**src/usr_pkg.sv**
```systemverilog
// usr_pkg: shared constants and types of the four-stage shift register.
// assumes: one 125 MHz apb clock domain; apb data are 32 bits wide.
package usr_pkg;

   ////////////////////////////////////////////////////////////////////
   // geometry
   localparam int STAGES = 4;
   localparam int FIFO_DEPTH = 16;
   localparam int ADDR_W = 12;
   localparam int DATA_W = 32;
   localparam int EDGE_W = 16;
   localparam int LEVEL_W = 5;

   ////////////////////////////////////////////////////////////////////
   // register byte offsets
   localparam logic [11:0] OFF_CTRL = 12'h000;
   localparam logic [11:0] OFF_CMD = 12'h004;
   localparam logic [11:0] OFF_STATUS = 12'h008;
   localparam logic [11:0] OFF_EDGES = 12'h00c;

   ////////////////////////////////////////////////////////////////////
   // control register fields and reset value
   localparam int CTRL_W = 3;
   localparam int CTRL_SRC_BIT = 0;
   localparam int CTRL_CLR_BIT = 1;
   localparam int CTRL_RUN_BIT = 2;
   localparam logic [2:0] CTRL_RST = 3'h0;

   ////////////////////////////////////////////////////////////////////
   // status register fields
   localparam int STAT_STAGE_LSB = 0;
   localparam int STAT_EMPTY_BIT = 4;
   localparam int STAT_FULL_BIT = 5;
   localparam int STAT_LEVEL_LSB = 8;

   ////////////////////////////////////////////////////////////////////
   // mode codes, {mode_sel_upper, mode_sel_lower}
   localparam logic [1:0] MODE_HOLD = 2'h0;
   localparam logic [1:0] MODE_SHR = 2'h1;
   localparam logic [1:0] MODE_SHL = 2'h2;
   localparam logic [1:0] MODE_LOAD = 2'h3;

   // one queued step: mode, two serial bits, parallel data a..d
   typedef struct packed {
      logic [1:0] mode;
      logic ser_left;
      logic ser_right;
      logic [STAGES-1:0] par;
   } usr_cmd_t;

   localparam int CMD_W = $bits(usr_cmd_t);

endpackage

```
**src/usr_fifo_if.sv**
```systemverilog
// usr_fifo_if: valid/ready carrier between the register block and fifo.
// assumes: both ends sit on the same pclk domain.
`timescale 1ns/1ns
interface usr_fifo_if #(
   parameter int W = 8,
   parameter int DEPTH = 16
);
   logic in_valid; // write side offers a word
   logic in_ready; // fifo has room
   logic [W-1:0] in_data;
   logic out_valid; // fifo holds a word
   logic out_ready; // reader takes the word
   logic [W-1:0] out_data;
   logic [$clog2(DEPTH):0] level; // words held

   modport fifo (
      input in_valid, in_data, out_ready,
      output in_ready, out_valid, out_data, level
   );
   modport user (
      output in_valid, in_data, out_ready,
      input in_ready, out_valid, out_data, level
   );
endinterface

```
**src/usr_fifo.sv**
```systemverilog
// usr_fifo: synchronous first-in first-out buffer, width and depth set
// by parameters.
// assumes: depth is a power of two; clk_en low freezes every bit.
`timescale 1ns/1ns
module usr_fifo #(
   parameter int W = 8,
   parameter int DEPTH = 16
) (
   // clock, reset, enable
   input wire logic pclk,
   input wire logic presetn,
   input wire logic clk_en,
   // both sides of the buffer
   usr_fifo_if.fifo f
);
   localparam int AW = $clog2(DEPTH);
   localparam logic [AW:0] FULL_CNT = (AW+1)'(DEPTH);
   localparam logic [AW:0] ONE_CNT = (AW+1)'(1);
   localparam logic [AW-1:0] ONE_PTR = AW'(1);

   // whole state of the buffer
   typedef struct packed {
      logic [DEPTH-1:0][W-1:0] mem;
      logic [AW-1:0] wptr;
      logic [AW-1:0] rptr;
      logic [AW:0] cnt;
   } usr_fifo_st_t;

   usr_fifo_st_t s_q; // registered state
   usr_fifo_st_t s_d; // next state
   logic push; // word accepted this cycle
   logic pop; // word handed out this cycle

   // flags come from the count, so full and empty never lie
   assign f.in_ready = (s_q.cnt != FULL_CNT);
   assign f.out_valid = (s_q.cnt != '0);
   assign f.out_data = s_q.mem[s_q.rptr];
   assign f.level = s_q.cnt;
   assign push = f.in_valid && f.in_ready;
   assign pop = f.out_valid && f.out_ready;

   ////////////////////////////////////////////////////////////////////
   // next state: write at wptr, read at rptr, count tracks both
   always_comb
   begin
      s_d = s_q;
      if (push)
      begin
         s_d.mem[s_q.wptr] = f.in_data;
         s_d.wptr = s_q.wptr + ONE_PTR;
      end
      if (pop)
      begin
         s_d.rptr = s_q.rptr + ONE_PTR;
      end
      // push and pop together leave the count alone
      if (push && !pop)
      begin
         s_d.cnt = s_q.cnt + ONE_CNT;
      end
      else if (pop && !push)
      begin
         s_d.cnt = s_q.cnt - ONE_CNT;
      end
   end

   ////////////////////////////////////////////////////////////////////
   // state register
   always_ff @(posedge pclk or negedge presetn)
   begin
      if (!presetn)
      begin
         s_q <= '0;
      end
      else if (clk_en)
      begin
         s_q <= s_d;
      end
   end

endmodule

```
**src/usr_shift4.sv**
```systemverilog
// usr_shift4: four-stage bidirectional shift register with apb access.
// stage outputs follow a clock pin rise three pclk edges later.
// assumes: pin inputs are asynchronous to pclk; an apb master on pclk.
//
// Contract
// - four stages, own outputs, shift both ways.
// - clear low forces every stage low.
// - clock low, clear high: stages hold. The code still steps queue words with the run bit set.
// - act only on rising clock edges. The code steps queue words without one when the run bit is set.
// - both selects high: edge loads parallel inputs.
// - upper low, lower high: shift toward last.
// - upper high, lower low: shift toward first.
// - both selects low: stages hold always. The code ignores the select pins when steps come from the queue.
`timescale 1ns/1ns
module usr_shift4
   import usr_pkg::*;
(
   // clock, reset, enable
   input wire logic pclk,
   input wire logic presetn,
   input wire logic clk_en,
   // apb slave
   input wire logic psel,
   input wire logic penable,
   input wire logic pwrite,
   input wire logic [ADDR_W-1:0] paddr,
   input wire logic [DATA_W-1:0] pwdata,
   output logic [DATA_W-1:0] prdata,
   output logic pready,
   output logic pslverr,
   // register pins, asynchronous to pclk
   input wire logic shift_clk,
   input wire logic clear_n,
   input wire logic mode_sel_upper,
   input wire logic mode_sel_lower,
   input wire logic ser_left,
   input wire logic ser_right,
   input wire logic [STAGES-1:0] par_in,
   // stage outputs
   output logic first_stage_out,
   output logic second_stage_out,
   output logic third_stage_out,
   output logic last_stage_out
);

   ////////////////////////////////////////////////////////////////////
   // pin bundle layout, all pins cross through one synchroniser
   localparam int PIN_W = STAGES + 6;
   localparam int PIN_CLK = STAGES + 5;
   localparam int PIN_CLR = STAGES + 4;
   localparam int PIN_CMD_MSB = STAGES + 3;
   localparam logic [EDGE_W-1:0] EDGE_ONE = EDGE_W'(1);
   // limitation: pins are sampled, not clocked in, so every level and
   // every clock phase must last three pclk or more; a shorter pulse on
   // the clock or clear pin may be lost

   // whole state of the block
   typedef struct packed {
      logic [PIN_W-1:0] sync1; // first synchroniser stage
      logic [PIN_W-1:0] sync2; // second synchroniser stage
      logic clk_prev; // last synchronised clock level
      logic [STAGES-1:0] stages; // the four storage stages
      logic [CTRL_W-1:0] ctrl; // software control
      logic [EDGE_W-1:0] edges; // executed steps
      logic [DATA_W-1:0] prdata;
      logic pready;
      logic pslverr;
   } usr_st_t;

   usr_st_t s_q; // registered state
   usr_st_t s_d; // next state

   ////////////////////////////////////////////////////////////////////
   // queue of software steps
   // the queue shares clk_en, so a frozen block loses no word
   usr_fifo_if #(.W(CMD_W), .DEPTH(FIFO_DEPTH)) cmdq ();

   usr_fifo #(
      .W(CMD_W),
      .DEPTH(FIFO_DEPTH)
   ) u_cmdq (
      .pclk(pclk),
      .presetn(presetn),
      .clk_en(clk_en),
      .f(cmdq.fifo)
   );

   ////////////////////////////////////////////////////////////////////
   // synchronised pin view; only sync2 is ever looked at
   // sync1 may be metastable, so no logic reads it; all pins share
   // one delay, which keeps data aligned with the clock pin
   logic [PIN_W-1:0] pins_raw; // raw pin bundle
   logic pin_edge; // rising edge seen on the clock pin
   logic clear_act; // pin clear or software clear
   logic from_fifo; // steps come from the queue
   usr_cmd_t pin_cmd; // step described by the pins
   usr_cmd_t cmd; // step that would run now
   logic step; // a step runs this cycle
   logic [STAGES-1:0] stage_nxt; // stage values after the step
   logic [STAGES:0] right_ext; // serial right below stage 0
   logic [STAGES:0] left_ext; // serial left above the last stage

   assign pins_raw = {shift_clk, clear_n, mode_sel_upper,
                      mode_sel_lower, ser_left, ser_right, par_in};
   assign pin_cmd = usr_cmd_t'(s_q.sync2[PIN_CMD_MSB:0]);
   // pins reach sync2 together, so data and clock stay aligned
   assign pin_edge = s_q.sync2[PIN_CLK] && !s_q.clk_prev;
   // clear from the pin or from software overrides everything
   // software clear keeps the stages at zero while its bit is set
   assign clear_act = !s_q.sync2[PIN_CLR] ||
                      s_q.ctrl[CTRL_CLR_BIT];
   assign from_fifo = s_q.ctrl[CTRL_SRC_BIT];
   // queue words and pin levels share one decoder, so both sources
   // give the same result for the same step
   assign cmd = from_fifo ? usr_cmd_t'(cmdq.out_data) : pin_cmd;

   ////////////////////////////////////////////////////////////////////
   // step decision: pin edges only, or queue words on run bit or pin edge
   // trade-off: the clock pin may also pace the queue, so software can
   // preload words and still let outside logic time every step
   always_comb
   begin
      step = 1'b0;
      if (clear_act)
      begin
         // cleared register takes no step; the queue waits
         step = 1'b0;
      end
      else if (from_fifo)
      begin
         // run bit lets the queue drain without a pin edge
         step = cmdq.out_valid &&
                (s_q.ctrl[CTRL_RUN_BIT] || pin_edge);
      end
      else
      begin
         // a clock pin held low or high never steps
         step = pin_edge;
      end
   end

   // the queue drains only as fast as steps run
   assign cmdq.out_ready = from_fifo && step;

   ////////////////////////////////////////////////////////////////////
   // per-stage next value: load, shift right, shift left or hold
   // the serial bits sit beside the end stages in right_ext and
   // left_ext, so every stage picks its neighbour by plain index
   assign right_ext = {s_q.stages, cmd.ser_right};
   assign left_ext = {cmd.ser_left, s_q.stages};

   generate
      for (genvar i = 0; i < STAGES; i++)
      begin : g_stage
         // stage i takes par[i], its lower or its upper neighbour
         assign stage_nxt[i] =
            (cmd.mode == MODE_LOAD) ? cmd.par[i] :
            (cmd.mode == MODE_SHR) ? right_ext[i] :
            (cmd.mode == MODE_SHL) ? left_ext[i+1] :
            s_q.stages[i];
      end
   endgenerate

   ////////////////////////////////////////////////////////////////////
   // apb decode
   // map: CTRL rw (source, soft clear, run), CMD write-only push,
   // STATUS and EDGES read-only; every transfer takes one wait state,
   // a CMD write into a full queue waits until a step frees a slot
   logic access; // access phase of a transfer
   logic hit_ctrl; // address decodes
   logic hit_cmd;
   logic hit_stat;
   logic hit_edge;
   logic bad; // unmapped or read-only target of a write
   logic cmd_stall; // queue full, hold the write off
   logic [DATA_W-1:0] rd_mux; // read value

   assign access = psel && penable;
   assign hit_ctrl = (paddr == OFF_CTRL);
   assign hit_cmd = (paddr == OFF_CMD);
   assign hit_stat = (paddr == OFF_STATUS);
   assign hit_edge = (paddr == OFF_EDGES);
   assign bad = !(hit_ctrl || hit_cmd || hit_stat || hit_edge) ||
                (pwrite && (hit_stat || hit_edge));
   // back-pressure: a full queue stretches the access phase
   assign cmd_stall = pwrite && hit_cmd && !cmdq.in_ready;

   // read multiplexer, unused bits read as zero
   always_comb
   begin
      rd_mux = '0;
      if (hit_ctrl)
      begin
         rd_mux[CTRL_W-1:0] = s_q.ctrl;
      end
      else if (hit_stat)
      begin
         rd_mux[STAT_STAGE_LSB +: STAGES] = s_q.stages;
         rd_mux[STAT_EMPTY_BIT] = !cmdq.out_valid;
         rd_mux[STAT_FULL_BIT] = !cmdq.in_ready;
         rd_mux[STAT_LEVEL_LSB +: LEVEL_W] = cmdq.level;
      end
      else if (hit_edge)
      begin
         rd_mux[EDGE_W-1:0] = s_q.edges;
      end
      else
      begin
         // command port and holes read as zero
         rd_mux = '0;
      end
   end

   // push at the completing edge; room was checked when ready rose
   assign cmdq.in_valid = access && s_q.pready && pwrite &&
                          hit_cmd && !s_q.pslverr;
   assign cmdq.in_data = pwdata[CMD_W-1:0];

   ////////////////////////////////////////////////////////////////////
   // next state of the block
   always_comb
   begin
      s_d = s_q;
      // two-stage synchroniser and clock history
      s_d.sync1 = pins_raw;
      s_d.sync2 = s_q.sync1;
      s_d.clk_prev = s_q.sync2[PIN_CLK];

      // storage stages
      // a pin step that meets a clear is lost, not delayed; a queue word waits
      if (clear_act)
      begin
         s_d.stages = '0;
      end
      else if (step)
      begin
         s_d.stages = stage_nxt;
         // wraps at 16 bits; hold steps are counted as well
         s_d.edges = s_q.edges + EDGE_ONE;
      end

      // apb: one wait state, then ready for one cycle
      // the answer is built a cycle ahead so prdata and pslverr leave
      // flip-flops together with pready
      if (access && !s_q.pready)
      begin
         if (!cmd_stall)
         begin
            s_d.pready = 1'b1;
            s_d.pslverr = bad;
            s_d.prdata = pwrite ? '0 : rd_mux;
         end
      end
      else if (access && s_q.pready)
      begin
         // completing edge: the write lands here and nowhere else
         s_d.pready = 1'b0;
         s_d.pslverr = 1'b0;
         if (pwrite && hit_ctrl && !s_q.pslverr)
         begin
            s_d.ctrl = pwdata[CTRL_W-1:0];
         end
      end
      else
      begin
         // idle or setup phase
         s_d.pready = 1'b0;
         s_d.pslverr = 1'b0;
      end
   end

   ////////////////////////////////////////////////////////////////////
   // state register; synchroniser resets to clear asserted so the
   // stages stay low until the pin is seen high
   always_ff @(posedge pclk or negedge presetn)
   begin
      if (!presetn)
      begin
         s_q <= '0;
         s_q.ctrl <= CTRL_RST;
         // clock history starts high: a pin already high when reset
         // lifts must not look like a rising edge
         s_q.sync1[PIN_CLK] <= 1'b1;
         s_q.sync2[PIN_CLK] <= 1'b1;
         s_q.clk_prev <= 1'b1;
      end
      else if (clk_en)
      begin
         s_q <= s_d;
      end
   end

   ////////////////////////////////////////////////////////////////////
   // outputs, all straight from flip-flops
   // prdata keeps its last answer until the next transfer ends
   assign first_stage_out = s_q.stages[0];
   assign second_stage_out = s_q.stages[1];
   assign third_stage_out = s_q.stages[2];
   assign last_stage_out = s_q.stages[STAGES-1];
   assign prdata = s_q.prdata;
   assign pready = s_q.pready;
   assign pslverr = s_q.pslverr;

endmodule

```
**config.mk**
```make
export PLATFORM = sky130hd
export DESIGN_NAME = usr_shift4
export DESIGN_NICKNAME = d
export VERILOG_FILES = /design/src/usr_pkg.sv /design/src/usr_fifo_if.sv /design/src/usr_fifo.sv /design/src/usr_shift4.sv
export SDC_FILE = /design/constraint.sdc
export NUM_CORES = 1
export LEC_CHECK = 0
export BUFFER_PORTS_ARGS = -buffer_cell sky130_fd_sc_hd__buf_2
export CORE_ASPECT_RATIO = 2
export CORE_UTILIZATION = 60
export CTS_BUF_LIST = sky130_fd_sc_hd__clkbuf_4 sky130_fd_sc_hd__clkbuf_8
export DETAILED_ROUTE_END_ITERATION = 7
export PLACE_DENSITY = 0.9
export SKIP_CTS_REPAIR_TIMING = 1
export SYNTH_ARGS = -nofsm -noshare
export SYNTH_HDL_FRONTEND = slang
export SYNTH_HIERARCHICAL = 1
export SYNTH_SLANG_ARGS = --single-unit
```
**constraint.sdc**
```tcl
create_clock -name pclk -period 4.6 [get_ports pclk]
set_input_delay 1.38 -clock pclk [delete_from_list [all_inputs] [get_ports pclk]]
set_output_delay 1.38 -clock pclk [all_outputs]
set_load 0.03 [all_outputs]
```
Yosys cells after proc, flatten, opt, wreduce, memory -nomap -nowiden
Index checks and enable logic that the tools add are counted.

Bits in writable memories: 0. ROM bits: 0. Register bits after elaboration: 219. Latch bits: 0. Memories: 0.

Shift-type cells: 0. Divide/modulo/power cells: 0. Multiplexer cells: 34. Add/sub/neg operators: 5. $lt $le $gt $ge: 3. Equality and inequality tests: 8. Bitwise operators: 3. $mul: 0. Reductions and logical operators: 48.

Operators with widths (number): 128-bit bitwise mux (1); 8-bit binary-select mux with 4-bit select (1); 8-bit demux with 4-bit select (1); 32-bit two-way mux (1); 29-bit two-way mux (1); 12-bit by 4-bit equality test with 1-bit output, second input constant (2); 8-bit two-way mux (3); 1-bit logical AND (19); 16-bit by 1-bit adder with 16-bit output, second input constant (1); 16-bit two-way mux (1); 5-bit two-way mux (3); 1-bit two-way mux (14); 12-bit by 3-bit equality test with 1-bit output, second input constant (1); 12-bit logical NOT (1); 4-bit by 5-bit less-than comparator with 1-bit output, second input constant (2); 1-bit logical NOT (9); 3-bit AND reduction (3); 4-bit by 1-bit adder with 4-bit output, second input constant (2); 4-bit two-way mux (2); 2-bit AND reduction (4); 1-bit logical OR (7); 2-bit two-way mux (3); 3-bit two-way mux (2); 6-bit two-way mux (1); 12 further kinds (16).

Depth between registers and ports, before layout
Gate-level depths: netlist of run 1.

Word-level depth: 12. Mapped depth: 13. Mapped depth without buffers: 13.

By module
Netlist of run 1, hierarchy kept.

By module, submodules not included: usr_fifo (sequential area each 3528.4 µm², instances 1, area an instance 6881.6 µm², cells each 445); usr_shift4 (sequential area each 1555.2 µm², instances 1, area an instance 3280.6 µm², cells each 276).

Worst setup path after synthesis of run 1
Ideal clock, no wire load.

Kind: input -> register. Start: input pwrite. End: register u_cmdq.s_q, in the netlist u_cmdq/f.level[4]. Path buffers: 1. Arrival time: 3990 ps. Stages: 13. Setup slack: 463 ps. Data required time: 4453 ps. Cells stage by stage: buf_4 > or4b_4 > nor4_1 > and4_1 > o21ai_4 > inv_2 > ha_1 > inv_1 > ha_1 > nor2b_1 > o21a_1 > o2111ai_1 > o311ai_0.

Longest elaborated chain between the ends: 8.

RTL lines: start: declaration (RTL line usr_shift4.sv:25) `input wire logic pwrite,`; 1-bit logical AND * (2 in a row) (RTL line usr_shift4.sv:215) `assign cmdq.in_valid = access && s_q.pready && pwrite &&`; 1-bit logical AND * (RTL line usr_shift4.sv:216) `hit_cmd && !s_q.pslverr;`; named net cmdq.in_valid (RTL line usr_fifo_if.sv:8) `logic in_valid;`; 1-bit logical AND * (RTL line usr_fifo.sv:39) `assign push = f.in_valid && f.in_ready;`; 1-bit logical NOT (RTL line usr_fifo.sv:61) `else if (pop && !push)`; 1-bit logical AND (RTL line usr_fifo.sv:61); 2-bit nonzero test (no source line); 2-bit AND reduction (no source line); end signal: assignment (RTL line usr_fifo.sv:73) `s_q <= '0;`; end signal: assignment (RTL line usr_fifo.sv:77) `s_q <= s_d;`; end: declaration (RTL line usr_fifo.sv:29) `usr_fifo_st_t s_q;`.

Mark *: on every way through the listed nets, which the timed path passes. The rest lies on a longest branch. A chain may end at the register's enable or synchronous reset.

Worst setup path after layout of run 1
Start: input paddr[3]. End: register u_cmdq.s_q, in the netlist u_cmdq/f.level[4].

Longest elaborated chain between the ends: 8.

RTL lines: start: declaration (RTL line usr_shift4.sv:26) `input wire logic [ADDR_W-1:0] paddr,`; 12-bit by 3-bit equality test with 1-bit output * (RTL line usr_shift4.sv:180) `assign hit_cmd = (paddr == OFF_CMD);`; 1-bit logical AND * (RTL line usr_shift4.sv:215); 1-bit logical AND * (RTL line usr_shift4.sv:216); named net cmdq.in_valid (RTL line usr_fifo_if.sv:8); 1-bit logical AND * (RTL line usr_fifo.sv:39); 1-bit logical NOT (RTL line usr_fifo.sv:61); 1-bit logical AND (RTL line usr_fifo.sv:61); 2-bit nonzero test (no source line); 2-bit AND reduction (no source line).

Marked as above.

==> reports/metrics.cfg, run 1 <==
[synthesis]
synth_compound_area_share_pct=5.257
ys_warn_count=6
yosys.area.top_type=dfrtp_1
netlist_top_cells_area=dfrtp_1 (49%), mux2_2 (16%), mux4_2 (7.1%), buf_4 (2.9%), mux2_4 (1.8%)
avgSynthCellArea_um2=14.09
async_flop_share_pct=100.0
synth-simple-area-share_pct=8.939
synth_edf_count=0
synth_top_area_share_pct=49.25
synth_top_flop_cell=dfrtp_1
synth-seq-cells=203
synthAdderAreaFrac_pct=1.798
synth_xor_xnor_area_share_pct=2.068
synthMuxAreaShare_pct=26.53
yosysMostFrequentCell=dfrtp_1
synth.distinct_cells=66
ys_seq_area_share_pct=50.02
synth_cells=721
netlist_area_um2=10160
synth_common_cells=dfrtp_1 (200), mux2_2 (147), buf_4 (39)
synth_top_family_by_area=multiplexers

[final_layout]
multi_input_area_um2=4592
fin_area_um2=11020
layout-drive-gt1-share_pct=44.39
regArea_um2=5085
nets=845
syn_to_final_growth_pct=8.397
n_fill_cell=1129
antennaDiodeCount=0

[pwr]
intPower_mw=2.712
power.density_nw_per_um2=328.0
switching_power_uw=901.5
p_comb_share_pct=8.0
power_frac_seq_pct=52.3
power_mw=3.613
peakVddDrop_uv=302.9
pwr-share-clk_pct=39.7
switching_share_pct=24.95
leakage_nw=5.346

[clock_network]
cts_tree=yes
h-tree-depth=1
cts_buffer_depth=3
root_buffer=clkbuf_8
cts_sinks=203
cts_buffers=28
insertion_delay_ns=0.55
clk_pin_slew_ns=0.07

[sta]
period_share_pct=82.28
worst_pin_slew_ns=1.069
timing_hold_violations_final=0
finalCriticalPeriod_ns=3.785
setup_viol_count_final=0
slew_violations=0
setup_tns_ns=0
max_slew_margin_pct=28.74
rsz0062_at_grt=no
fmax_mhz=264.2
skew_ns=0.01164

[routing]
ant_nets=0
met1_length_mm=7.244
wirelength_mm=22.01
dr.pass1.iters=5
vias=6275
wl_per_cell_um=22.01
drc=0
vias_per_cell=6.275
drt-initial-drc-count=275
highest_layer=met4
route.met2.wl_mm=12.54
route.met3.wl_um=934

[floorplan]
fp.dieW_um=94.03
initial_core_util_pct=60.92
rows=67
core-area_um2=16680
dieArea_um2=17490
die_h_um=186.1
ios=98

[setup_path]
crit_chain=buf_2, or4b_4, nor4_1, and4_1, o21ai_4, inv_2, ha_1, inv_1, ha_1, nor2b_1, o21a_1, o2111ai_1, o311ai_0
slowest_stage=or4b_4
crit_fanout=7
critPathLaunchType=primary input
critPathBufInv=3
worst_setup_path_end_kind=register
crit_family=simple AND/OR/NAND/NOR gates
worstPathArrival_ns=4.19
path_common_cell=ha_1
cpPeakStageDelay_ns=0.55
critPathKind=primary input to register
required_ns=5.00
reg2reg_slack_ns=0.98

[grt]
grt_pass1_vias=6859
grt_max_degree=136
grt_first_pass_wirelength_mm=35.20
antenna_found_initial=0
grt_usage_pct=26.52
grt_overflow_total=0

[placed_design]
gp_congestion=0.8446
dp_hpwl_mm=15.93
placed_area_um2=10410
place.port_buffers=57

[outcome]
status=finished, final reports clean

[run]
cap_violations=0

[hold_path]
hold_path.class=register to register

[layer usage]
metal	vias to the layer above	global-route usage [%]
met1	3211	27.41
met4	0	16.86
li1	2729	-
met2	238	48.79
met3	97	4.003
met5	-	0
[worst reg2reg max path, delay by kind of cell, from the launching register on]
family / cells / cell delay (ns)
buffers and inverters: 1 / 0.11
AO/OA/AOI/OAI: 3 / 0.77
AND/OR/NAND/NOR: 1 / 0.18
adder cells (fa/ha/maj): 1 / 0.29
flip-flops: 1 / 0.83
multiplexers: 3 / 1.33
[cell type report]
| type | count | share of cell area (%) |
|---|---|---|
| clock buffer | 44 | 5.043 |
| clock inverter | 8 | 0.4203 |
| inverter | 13 | 0.4430 |
| multi-input combinational | 450 | 41.69 |
| sequential | 203 | 46.16 |
| tap | 207 | 2.351 |
| timing repair buffer | 75 | 3.896 |
[placed cells by master (no fill, tap or decap), drive strengths merged, types with 7 or more instances in the layout]
cell     instances
a22oi           17
conb            16
buf             74
nand4           13
nor3            13
nor2            12
o2bb2ai         10
mux2i           14
nand2           29
and4             9
clkbuf          45
dfrtp          200
xnor2           18
mux2           159
nor2b            7
nand3           11
nor4             8
o21ai            7
a211oi           7
mux4            32
ha              13
inv             14
[metrics by stage]
| stage | setup WS (ns) | util (%) | std cells | hold slack, ns |
|---|---|---|---|---|
| global placement | 0.3094 | 62.42 | 948 | 0.4529 |
| CTS | 0.8629 | 66.03 | 1000 | 0.4757 |
| detailed placement | 0.2873 | 62.42 | 948 | 0.4604 |
| global route | 0.7093 | 66.03 | 1000 | 0.4986 |
| finish | 0.8151 | 66.03 | 1000 | 0.4717 |
| floorplan | 0.4634 | - | 736 | 0.4381 |
[kinds of logic (layout without fill, tap and decap cells)]
family	after synthesis	in the layout
AO/OA/AOI/OAI	66	66
XOR/XNOR	24	24
adder cells (fa/ha/maj)	14	14
other	1	16
AND/OR/NAND/NOR	125	125
flip-flops	203	203
multiplexers	205	205
buffers and inverters	83	140
[sequential cells by signal, indices dropped and copies added, names as in the netlist]
name	flops
u_cmdq/s_q	136
s_q	20
prdata	16
s_d	11
pin_cmd	8
u_cmdq/f.level	5
first_stage_out	1
from_fifo	1
last_stage_out	1
pready	1
pslverr	1
second_stage_out	1
third_stage_out	1
[power by group through the flow]
| stage | Sequential, mW | Combinational [mW] | Clock, mW |
|---|---|---|---|
| 3_5_place_dp | 1.92 | 0.289 | 0 |
| 4_1_cts | 1.89 | 0.290 | 1.46 |
| 5_1_grt | 1.89 | 0.319 | 1.55 |
| 6_report | 1.89 | 0.289 | 1.43 |
| 2_1_floorplan | 1.92 | 0.187 | 0 |
| 3_3_place_gp | 1.92 | 0.275 | 0 |
[final timing paths]
path | start | endpoint | depth (start not counted)
worst max-delay path | paddr[3] | u_cmdq/f.level[4] | 13
worst min-delay path | prdata[13] | prdata[13] | 1
worst max register to register | u_cmdq/s_q[5] | third_stage_out | 9
worst min register to register | prdata[13] | prdata[13] | 1
max in group asynchronous | presetn | u_cmdq/s_q[123] | 2
min in group asynchronous | presetn | u_cmdq/s_q[96] | 1
Power figures use the tool's default switching activity.
==> run 2: changes to the inputs <==
--- a/config.mk
+++ b/config.mk
@@ -7,10 +7,10 @@
 export LEC_CHECK = 0
 export BUFFER_PORTS_ARGS = -buffer_cell sky130_fd_sc_hd__buf_2
 export CORE_ASPECT_RATIO = 2
-export CORE_UTILIZATION = 60
+export CORE_UTILIZATION = 56
 export CTS_BUF_LIST = sky130_fd_sc_hd__clkbuf_4 sky130_fd_sc_hd__clkbuf_8
 export DETAILED_ROUTE_END_ITERATION = 7
-export PLACE_DENSITY = 0.9
+export PLACE_DENSITY = 0.88
 export SKIP_CTS_REPAIR_TIMING = 1
 export SYNTH_ARGS = -nofsm -noshare
 export SYNTH_HDL_FRONTEND = slang
==> constraint.sdc (replaced) <==
create_clock -name pclk -period 3.2 [get_ports pclk]
set_input_delay 0.96 -clock pclk [delete_from_list [all_inputs] [get_ports pclk]]
set_output_delay 0.96 -clock pclk [all_outputs]
set_load 0.03 [all_outputs]
==> run 2 against run 1 <==
- non-clock buffer count rose by 35
- critical path depth unchanged
- via count fell by 0.21%
- final cell count is 4.3% higher
- setup slack worse by 0.64 ns
- clock power is 52% higher
- clock skew decreased by 0.0013 ns
- register-to-register slack worse by 0.76 ns
- sequential share of layout area decreased by 2.1 points
- flip-flop and latch count stayed put
- core utilization fell by 1.2 points
- critical path type unchanged
- highest routed layer unchanged
==> reports/metrics.cfg, run 2 (synthesized netlist as in run 1, its figures left out) <==
[outcome]
status=finished, final reports clean

[final_layout]
final_cells=1043  ; +4.3%
layout-drive-gt1-share_pct=47.59  ; +3.2 points
largest_reg_flops=136  ; unchanged
final_common_cell=dfrtp_1
syn_to_final_growth_pct=13.53
layout_common_cells=dfrtp_1 (199), mux2_2 (147), buf_2 (56)
top_register=u_cmdq/s_q
nets=881  ; +4.3%
antennaDiodeCount=0  ; unchanged

[grt]
grt_usage_pct=23.92  ; -2.6 points
grt_pass1_vias=6812  ; -0.69%
grt_first_pass_wirelength_mm=34.95  ; -0.70%
antenna_found_initial=0  ; unchanged
grt_max_degree=73  ; -46%
grt_overflow_total=0  ; unchanged

[sta]
slew_violations=0  ; unchanged
max_slew_margin_pct=51.70  ; +23 points
skew_ns=0.01030  ; -0.001344 ns
finalCriticalPeriod_ns=3.028
setup_viol_count_final=0  ; unchanged
period_share_pct=94.63
timing_hold_violations_final=0  ; unchanged
setup_tns_ns=0  ; unchanged
fmax_mhz=330.2
rsz0062_at_grt=no
worst_pin_slew_ns=0.7219  ; -0.3470 ns

[setup_path]
slowest_stage=or4b_4
crit_family=simple AND/OR/NAND/NOR gates
crit_fanout=5  ; -2
worst_setup_path_end_kind=register
crit_chain=buf_2, or4b_4, nor4_1, and4_1, o21ai_4, inv_4, ha_4, inv_4, ha_4, nor2b_4, o21a_1, o2111ai_1, o311ai_1
critPathBufInv=3  ; unchanged
required_ns=3.62  ; -1.38 ns
cpPeakStageDelay_ns=0.51  ; -0.04 ns
critPathLaunchType=primary input
worstPathArrival_ns=3.45  ; -0.74 ns
critPathKind=primary input to register

[clock_network]
cts_sinks=203  ; unchanged
cts_buffer_depth=3  ; unchanged
h-tree-depth=1  ; unchanged
cts_tree=yes
root_buffer=clkbuf_8
insertion_delay_ns=0.56  ; about the same
cts_buffers=29  ; +3.6%
clk_pin_slew_ns=0.06  ; about the same

[pwr]
power.density_nw_per_um2=461.2  ; +41%
peakVddDrop_uv=352.0  ; +16%
leakage_nw=5.601  ; +4.8%

[placed_design]
place.port_buffers=57  ; unchanged
gp_congestion=0.8402  ; -0.52%
dpl.cell_count=989  ; +4.3%
dp_hpwl_mm=15.27  ; -4.1%

[routing]
vias=6262  ; -0.21%
dr.pass1.iters=4  ; -1
wl_per_cell_um=20.82  ; -5.4%
vias_per_cell=6.004  ; -4.3%
ant_nets=0  ; unchanged
wirelength_mm=21.71  ; -1.3%
drc=0  ; unchanged
drt-initial-drc-count=317  ; +15%

[run]
cap_violations=0  ; unchanged

[floorplan]
dieArea_um2=18720  ; +7.0%
ios=98  ; unchanged
die_h_um=192.5  ; +3.5%
fp.dieW_um=97.26  ; +3.4%
core-area_um2=17780  ; +6.6%
rows=69  ; +3.0%
initial_core_util_pct=57.14  ; -3.8 points

[hold_path]
hold_path.class=primary input to async pin

-- run 2: cell types whose count changed in the layout (fill, tap and decap cells not counted), moves of 2 or more --
cell	previous run	this run
buf_12	0	13
buf_4	18	40
clkbuf_4	8	13
inv_4	0	2
clkinv_2	6	2
clkbuf_8	37	39
ha_4	0	2
ha_1	13	10
-- run 2: worst paths after layout --
check / from / end / slack, ns / cells after the start
worst max-delay path: paddr[3] / u_cmdq/f.level[4] / 0.17 / 13
worst min-delay path: presetn / u_cmdq/s_q[9] / 0.37 / 1
worst max register to register: pready / u_cmdq/f.level[4] / 0.22 / 13
worst min register to register: prdata[14] / prdata[14] / 0.47 / 1
max in group asynchronous: presetn / s_d[57] / 2.06 / 2
min in group pclk: prdata[14] / prdata[14] / 0.47 / 1
-- run 2: through the flow --
| step | hold slack, ns | power, mW | worst slack [ns] | utilization, % | instance area [um^2] |
|---|---|---|---|---|---|
| 5_1_grt | 0.3905 | 5.518 | 0.04142 | 64.87 | 11540 |
| 3_5_place_dp | 0.4606 | 3.194 | -0.3870 | 61.21 | 10890 |
| 3_3_place_gp | 0.4542 | 3.177 | -0.3217 | 61.21 | 10890 |
| 4_1_cts | 0.3666 | 5.368 | 0.1126 | 64.82 | 11530 |
| 2_1_floorplan | 0.4381 | 3.028 | -0.2560 | - | 10270 |
| 6_report | 0.3720 | 5.321 | 0.1717 | 64.87 | 11540 |
-- run 2: final cells by class --
type | instances | area [um^2]
fillers | 1249 | 6247
flip-flops and latches | 203 | 5087
multi-input cells | 450 | 4633
repair buffers | 110 | 854.6
clock buffers | 51 | 620.6
well taps | 213 | 266.5
inverters | 13 | 53.80
clock inverters | 3 | 21.27
-- run 2: worst reg2reg max path, stage by stage, from the launching register on --
cell and delay (ns):
dfrtp_1 0.36, inv_1 0.07, or4b_4 0.54, nor4_1 0.32, and4_1 0.30, o21ai_4 0.09
inv_4 0.07, ha_4 0.16, inv_4 0.06, ha_4 0.21, nor2b_4 0.12, o21a_1 0.21
o2111ai_1 0.21, o311ai_1 0.12
-- run 2: where the power goes --
group          switching, mW  internal (mW)  leakage, nW  total, mW
registers             0.0696           2.64         2.76       2.71
logic                  0.277          0.164         2.49      0.441
clock network          0.954           1.22        0.347       2.17
-- run 2: routing by layer --
| metal | part of all wire [%] | global-route usage, % | vias up | wire, um |
|---|---|---|---|---|
| met5 | 0 | 0 | - | 0 |
| met1 | 36 | 25.86 | 3226 | 7843 |
| met2 | 56 | 45.69 | 172 | 12130 |
| li1 | - | - | 2799 | - |
| met3 | 3.7 | 2.970 | 65 | 795 |
| met4 | 4.4 | 11.65 | 0 | 946 |
==> run 3: changes to the inputs <==
--- a/config.mk
+++ b/config.mk
@@ -7,10 +7,10 @@
 export LEC_CHECK = 0
 export BUFFER_PORTS_ARGS = -buffer_cell sky130_fd_sc_hd__buf_2
 export CORE_ASPECT_RATIO = 2
-export CORE_UTILIZATION = 56
+export CORE_UTILIZATION = 60
 export CTS_BUF_LIST = sky130_fd_sc_hd__clkbuf_4 sky130_fd_sc_hd__clkbuf_8
 export DETAILED_ROUTE_END_ITERATION = 7
-export PLACE_DENSITY = 0.88
+export PLACE_DENSITY = 0.9
 export SKIP_CTS_REPAIR_TIMING = 1
 export SYNTH_ARGS = -nofsm -noshare
 export SYNTH_HDL_FRONTEND = slang
==> constraint.sdc (replaced) <==
create_clock -name pclk -period 3.6 [get_ports pclk]
set_input_delay 1.08 -clock pclk [delete_from_list [all_inputs] [get_ports pclk]]
set_output_delay 1.08 -clock pclk [all_outputs]
set_load 0.03 [all_outputs]
==> run 3 against run 2 <==
- final cell count decreased by 1.7%
- first-iteration DRC count up 26%
- routed wire length increased by 11%
- worst hold slack improved by 0.099 ns
- non-clock buffer count is 12 lower
- critical endpoint unchanged
- largest cell class unchanged
==> reports/metrics.cfg, run 3 (synthesized netlist as in run 1, its figures left out) <==
[sta]
slew_violations=0  ; unchanged
worst_pin_slew_ns=0.7560  ; +0.03409 ns
timing_hold_violations_final=0  ; unchanged
rsz0062_at_grt=no
setup_viol_count_final=0  ; unchanged
setup_tns_ns=0  ; unchanged
period_share_pct=92.78
fin_ws_ns=0.2599  ; +0.08815 ns
finalCriticalPeriod_ns=3.340
skew_ns=0.02784  ; +0.01754 ns
fmax_mhz=299.4
max_slew_margin_pct=49.50  ; -2.2 points

[pwr]
leakage_nw=5.529  ; -1.3%
switching_power_mw=1.213  ; -6.8%
p_comb_share_pct=8.3  ; about the same
power.density_nw_per_um2=417.9  ; -9.4%
power_frac_seq_pct=50.7  ; -0.3 points
pwr-share-clk_pct=41.0  ; +0.2 points
peakVddDrop_uv=257.9  ; -27%
switching_share_pct=25.44  ; +1.0 points
intPower_mw=3.553  ; -12%

[setup_path]
worst_setup_path_end_kind=register
reg2reg_slack_ns=0.26  ; +0.04 ns
worstPathArrival_ns=3.78  ; +0.33 ns
crit_fanout=6  ; +1
critPathLaunchType=register
critPathKind=register to register
required_ns=4.04  ; +0.42 ns

[floorplan]
initial_core_util_pct=60.92  ; +3.8 points
ios=98  ; unchanged
rows=67  ; -2.9%
core-area_um2=16680  ; -6.2%
fp.dieW_um=94.03  ; -3.3%
dieArea_um2=17490  ; -6.6%
die_h_um=186.1  ; -3.4%

[grt]
grt_first_pass_wirelength_mm=38.24  ; +9.4%
grt_pass1_vias=7167  ; +5.2%
grt_usage_pct=29.09  ; +5.2 points
grt_overflow_total=0  ; unchanged
grt_max_degree=79  ; +8.2%
antenna_found_initial=0  ; unchanged

[clock_network]
cts_buffer_depth=3  ; unchanged
cts_buffers=29  ; unchanged
clk_pin_slew_ns=0.07  ; about the same
root_buffer=clkbuf_8
cts_sinks=203  ; unchanged
cts_tree=yes
h-tree-depth=1  ; unchanged
insertion_delay_ns=0.58  ; +0.02 ns

[placed_design]
dp_hpwl_mm=16.64  ; +8.9%
gp_congestion=0.8776  ; +4.5%
dpl_worst_slack_ns=-0.1978  ; +0.1891 ns
place.port_buffers=57  ; unchanged

[final_layout]
final_common_cell=dfrtp_1
antennaDiodeCount=0  ; unchanged
final_util_pct=68.36  ; +3.5 points
layout_common_cells=dfrtp_1 (199), mux2_2 (147), buf_2 (56)
nets=869  ; -1.4%
top_register=u_cmdq/s_q
syn_to_final_growth_pct=12.23
largest_reg_flops=136  ; unchanged
layout-drive-gt1-share_pct=46.58  ; -1.0 points

[routing]
vias_per_cell=6.300  ; +4.9%
wl_per_cell_um=23.47  ; +13%
vias=6457  ; +3.1%
dr.pass1.iters=5  ; +1
drt-initial-drc-count=398  ; +26%
drc=0  ; unchanged
wirelength_mm=24.06  ; +11%
ant_nets=0  ; unchanged

[outcome]
status=finished, final reports clean

[hold_path]
hold_path.class=register to register

[run]
cap_violations=0  ; unchanged

## run 3: area by class of cell
type / instances / area [um^2]
Multi-Input combinational cell: 450 / 4624
Timing Repair Buffer: 98 / 739.5
Fill cell: 1076 / 5278
Clock buffer: 48 / 604.3
Tap cell: 207 / 259.0
Inverter: 13 / 53.80
Clock inverter: 6 / 38.79
Sequential cell: 203 / 5085
## run 3: path summary, 6_finish.rpt
path                              startpoint           endpoint  cells past startpoint
setup reg to reg           u_cmdq/f.level[1]  u_cmdq/f.level[4]                     13
min in group asynchronous            presetn    u_cmdq/s_q[102]                      1
hold reg to reg                    prdata[6]          prdata[6]                      1
hold / removal                     prdata[6]          prdata[6]                      1
max in group asynchronous            presetn      u_cmdq/s_q[5]                      2
setup / recovery           u_cmdq/f.level[1]  u_cmdq/f.level[4]                     13
## run 3: stage by stage
step / hold slack, ns / power [mW] / std cells / cell area (um^2)
floorplan: 0.4381 / 2.691 / 736 / 10260
global placement: 0.4556 / 2.806 / 971 / 10760
detailed placement: 0.4643 / 2.839 / 971 / 10760
CTS: 0.4750 / 4.791 / 1025 / 11400
global route: 0.4964 / 4.942 / 1025 / 11400
finish: 0.4712 / 4.766 / 1025 / 11400
## run 3: critical path: stages, from the launching register on
cell and delay, ns:
dfrtp_1 0.44, nor4_1 0.59, nand2_1 0.22, and2b_1 0.38
a211oi_1 0.10, and2_1 0.24, nand2_1 0.13, ha_4 0.20
inv_4 0.06, ha_4 0.21, nor2b_4 0.12, o21a_1 0.21
o2111ai_1 0.19, o311ai_1 0.12
## run 3: power groups by stage
stage	clock (mW)	combinational (mW)	sequential [mW]
CTS	1.98	0.396	2.42
detailed placement	0	0.384	2.46
finish	1.95	0.395	2.42
floorplan	0	0.240	2.45
global placement	0	0.358	2.45
global route	2.08	0.434	2.42
## run 3: routing by layer
metal	GRT usage [%]	vias up	share of wire, %
met5	0	-	0
met4	18.46	0	6.3
met3	3.717	98	3.9
met2	53.14	272	56
met1	30.89	3321	34
li1	-	2766	-
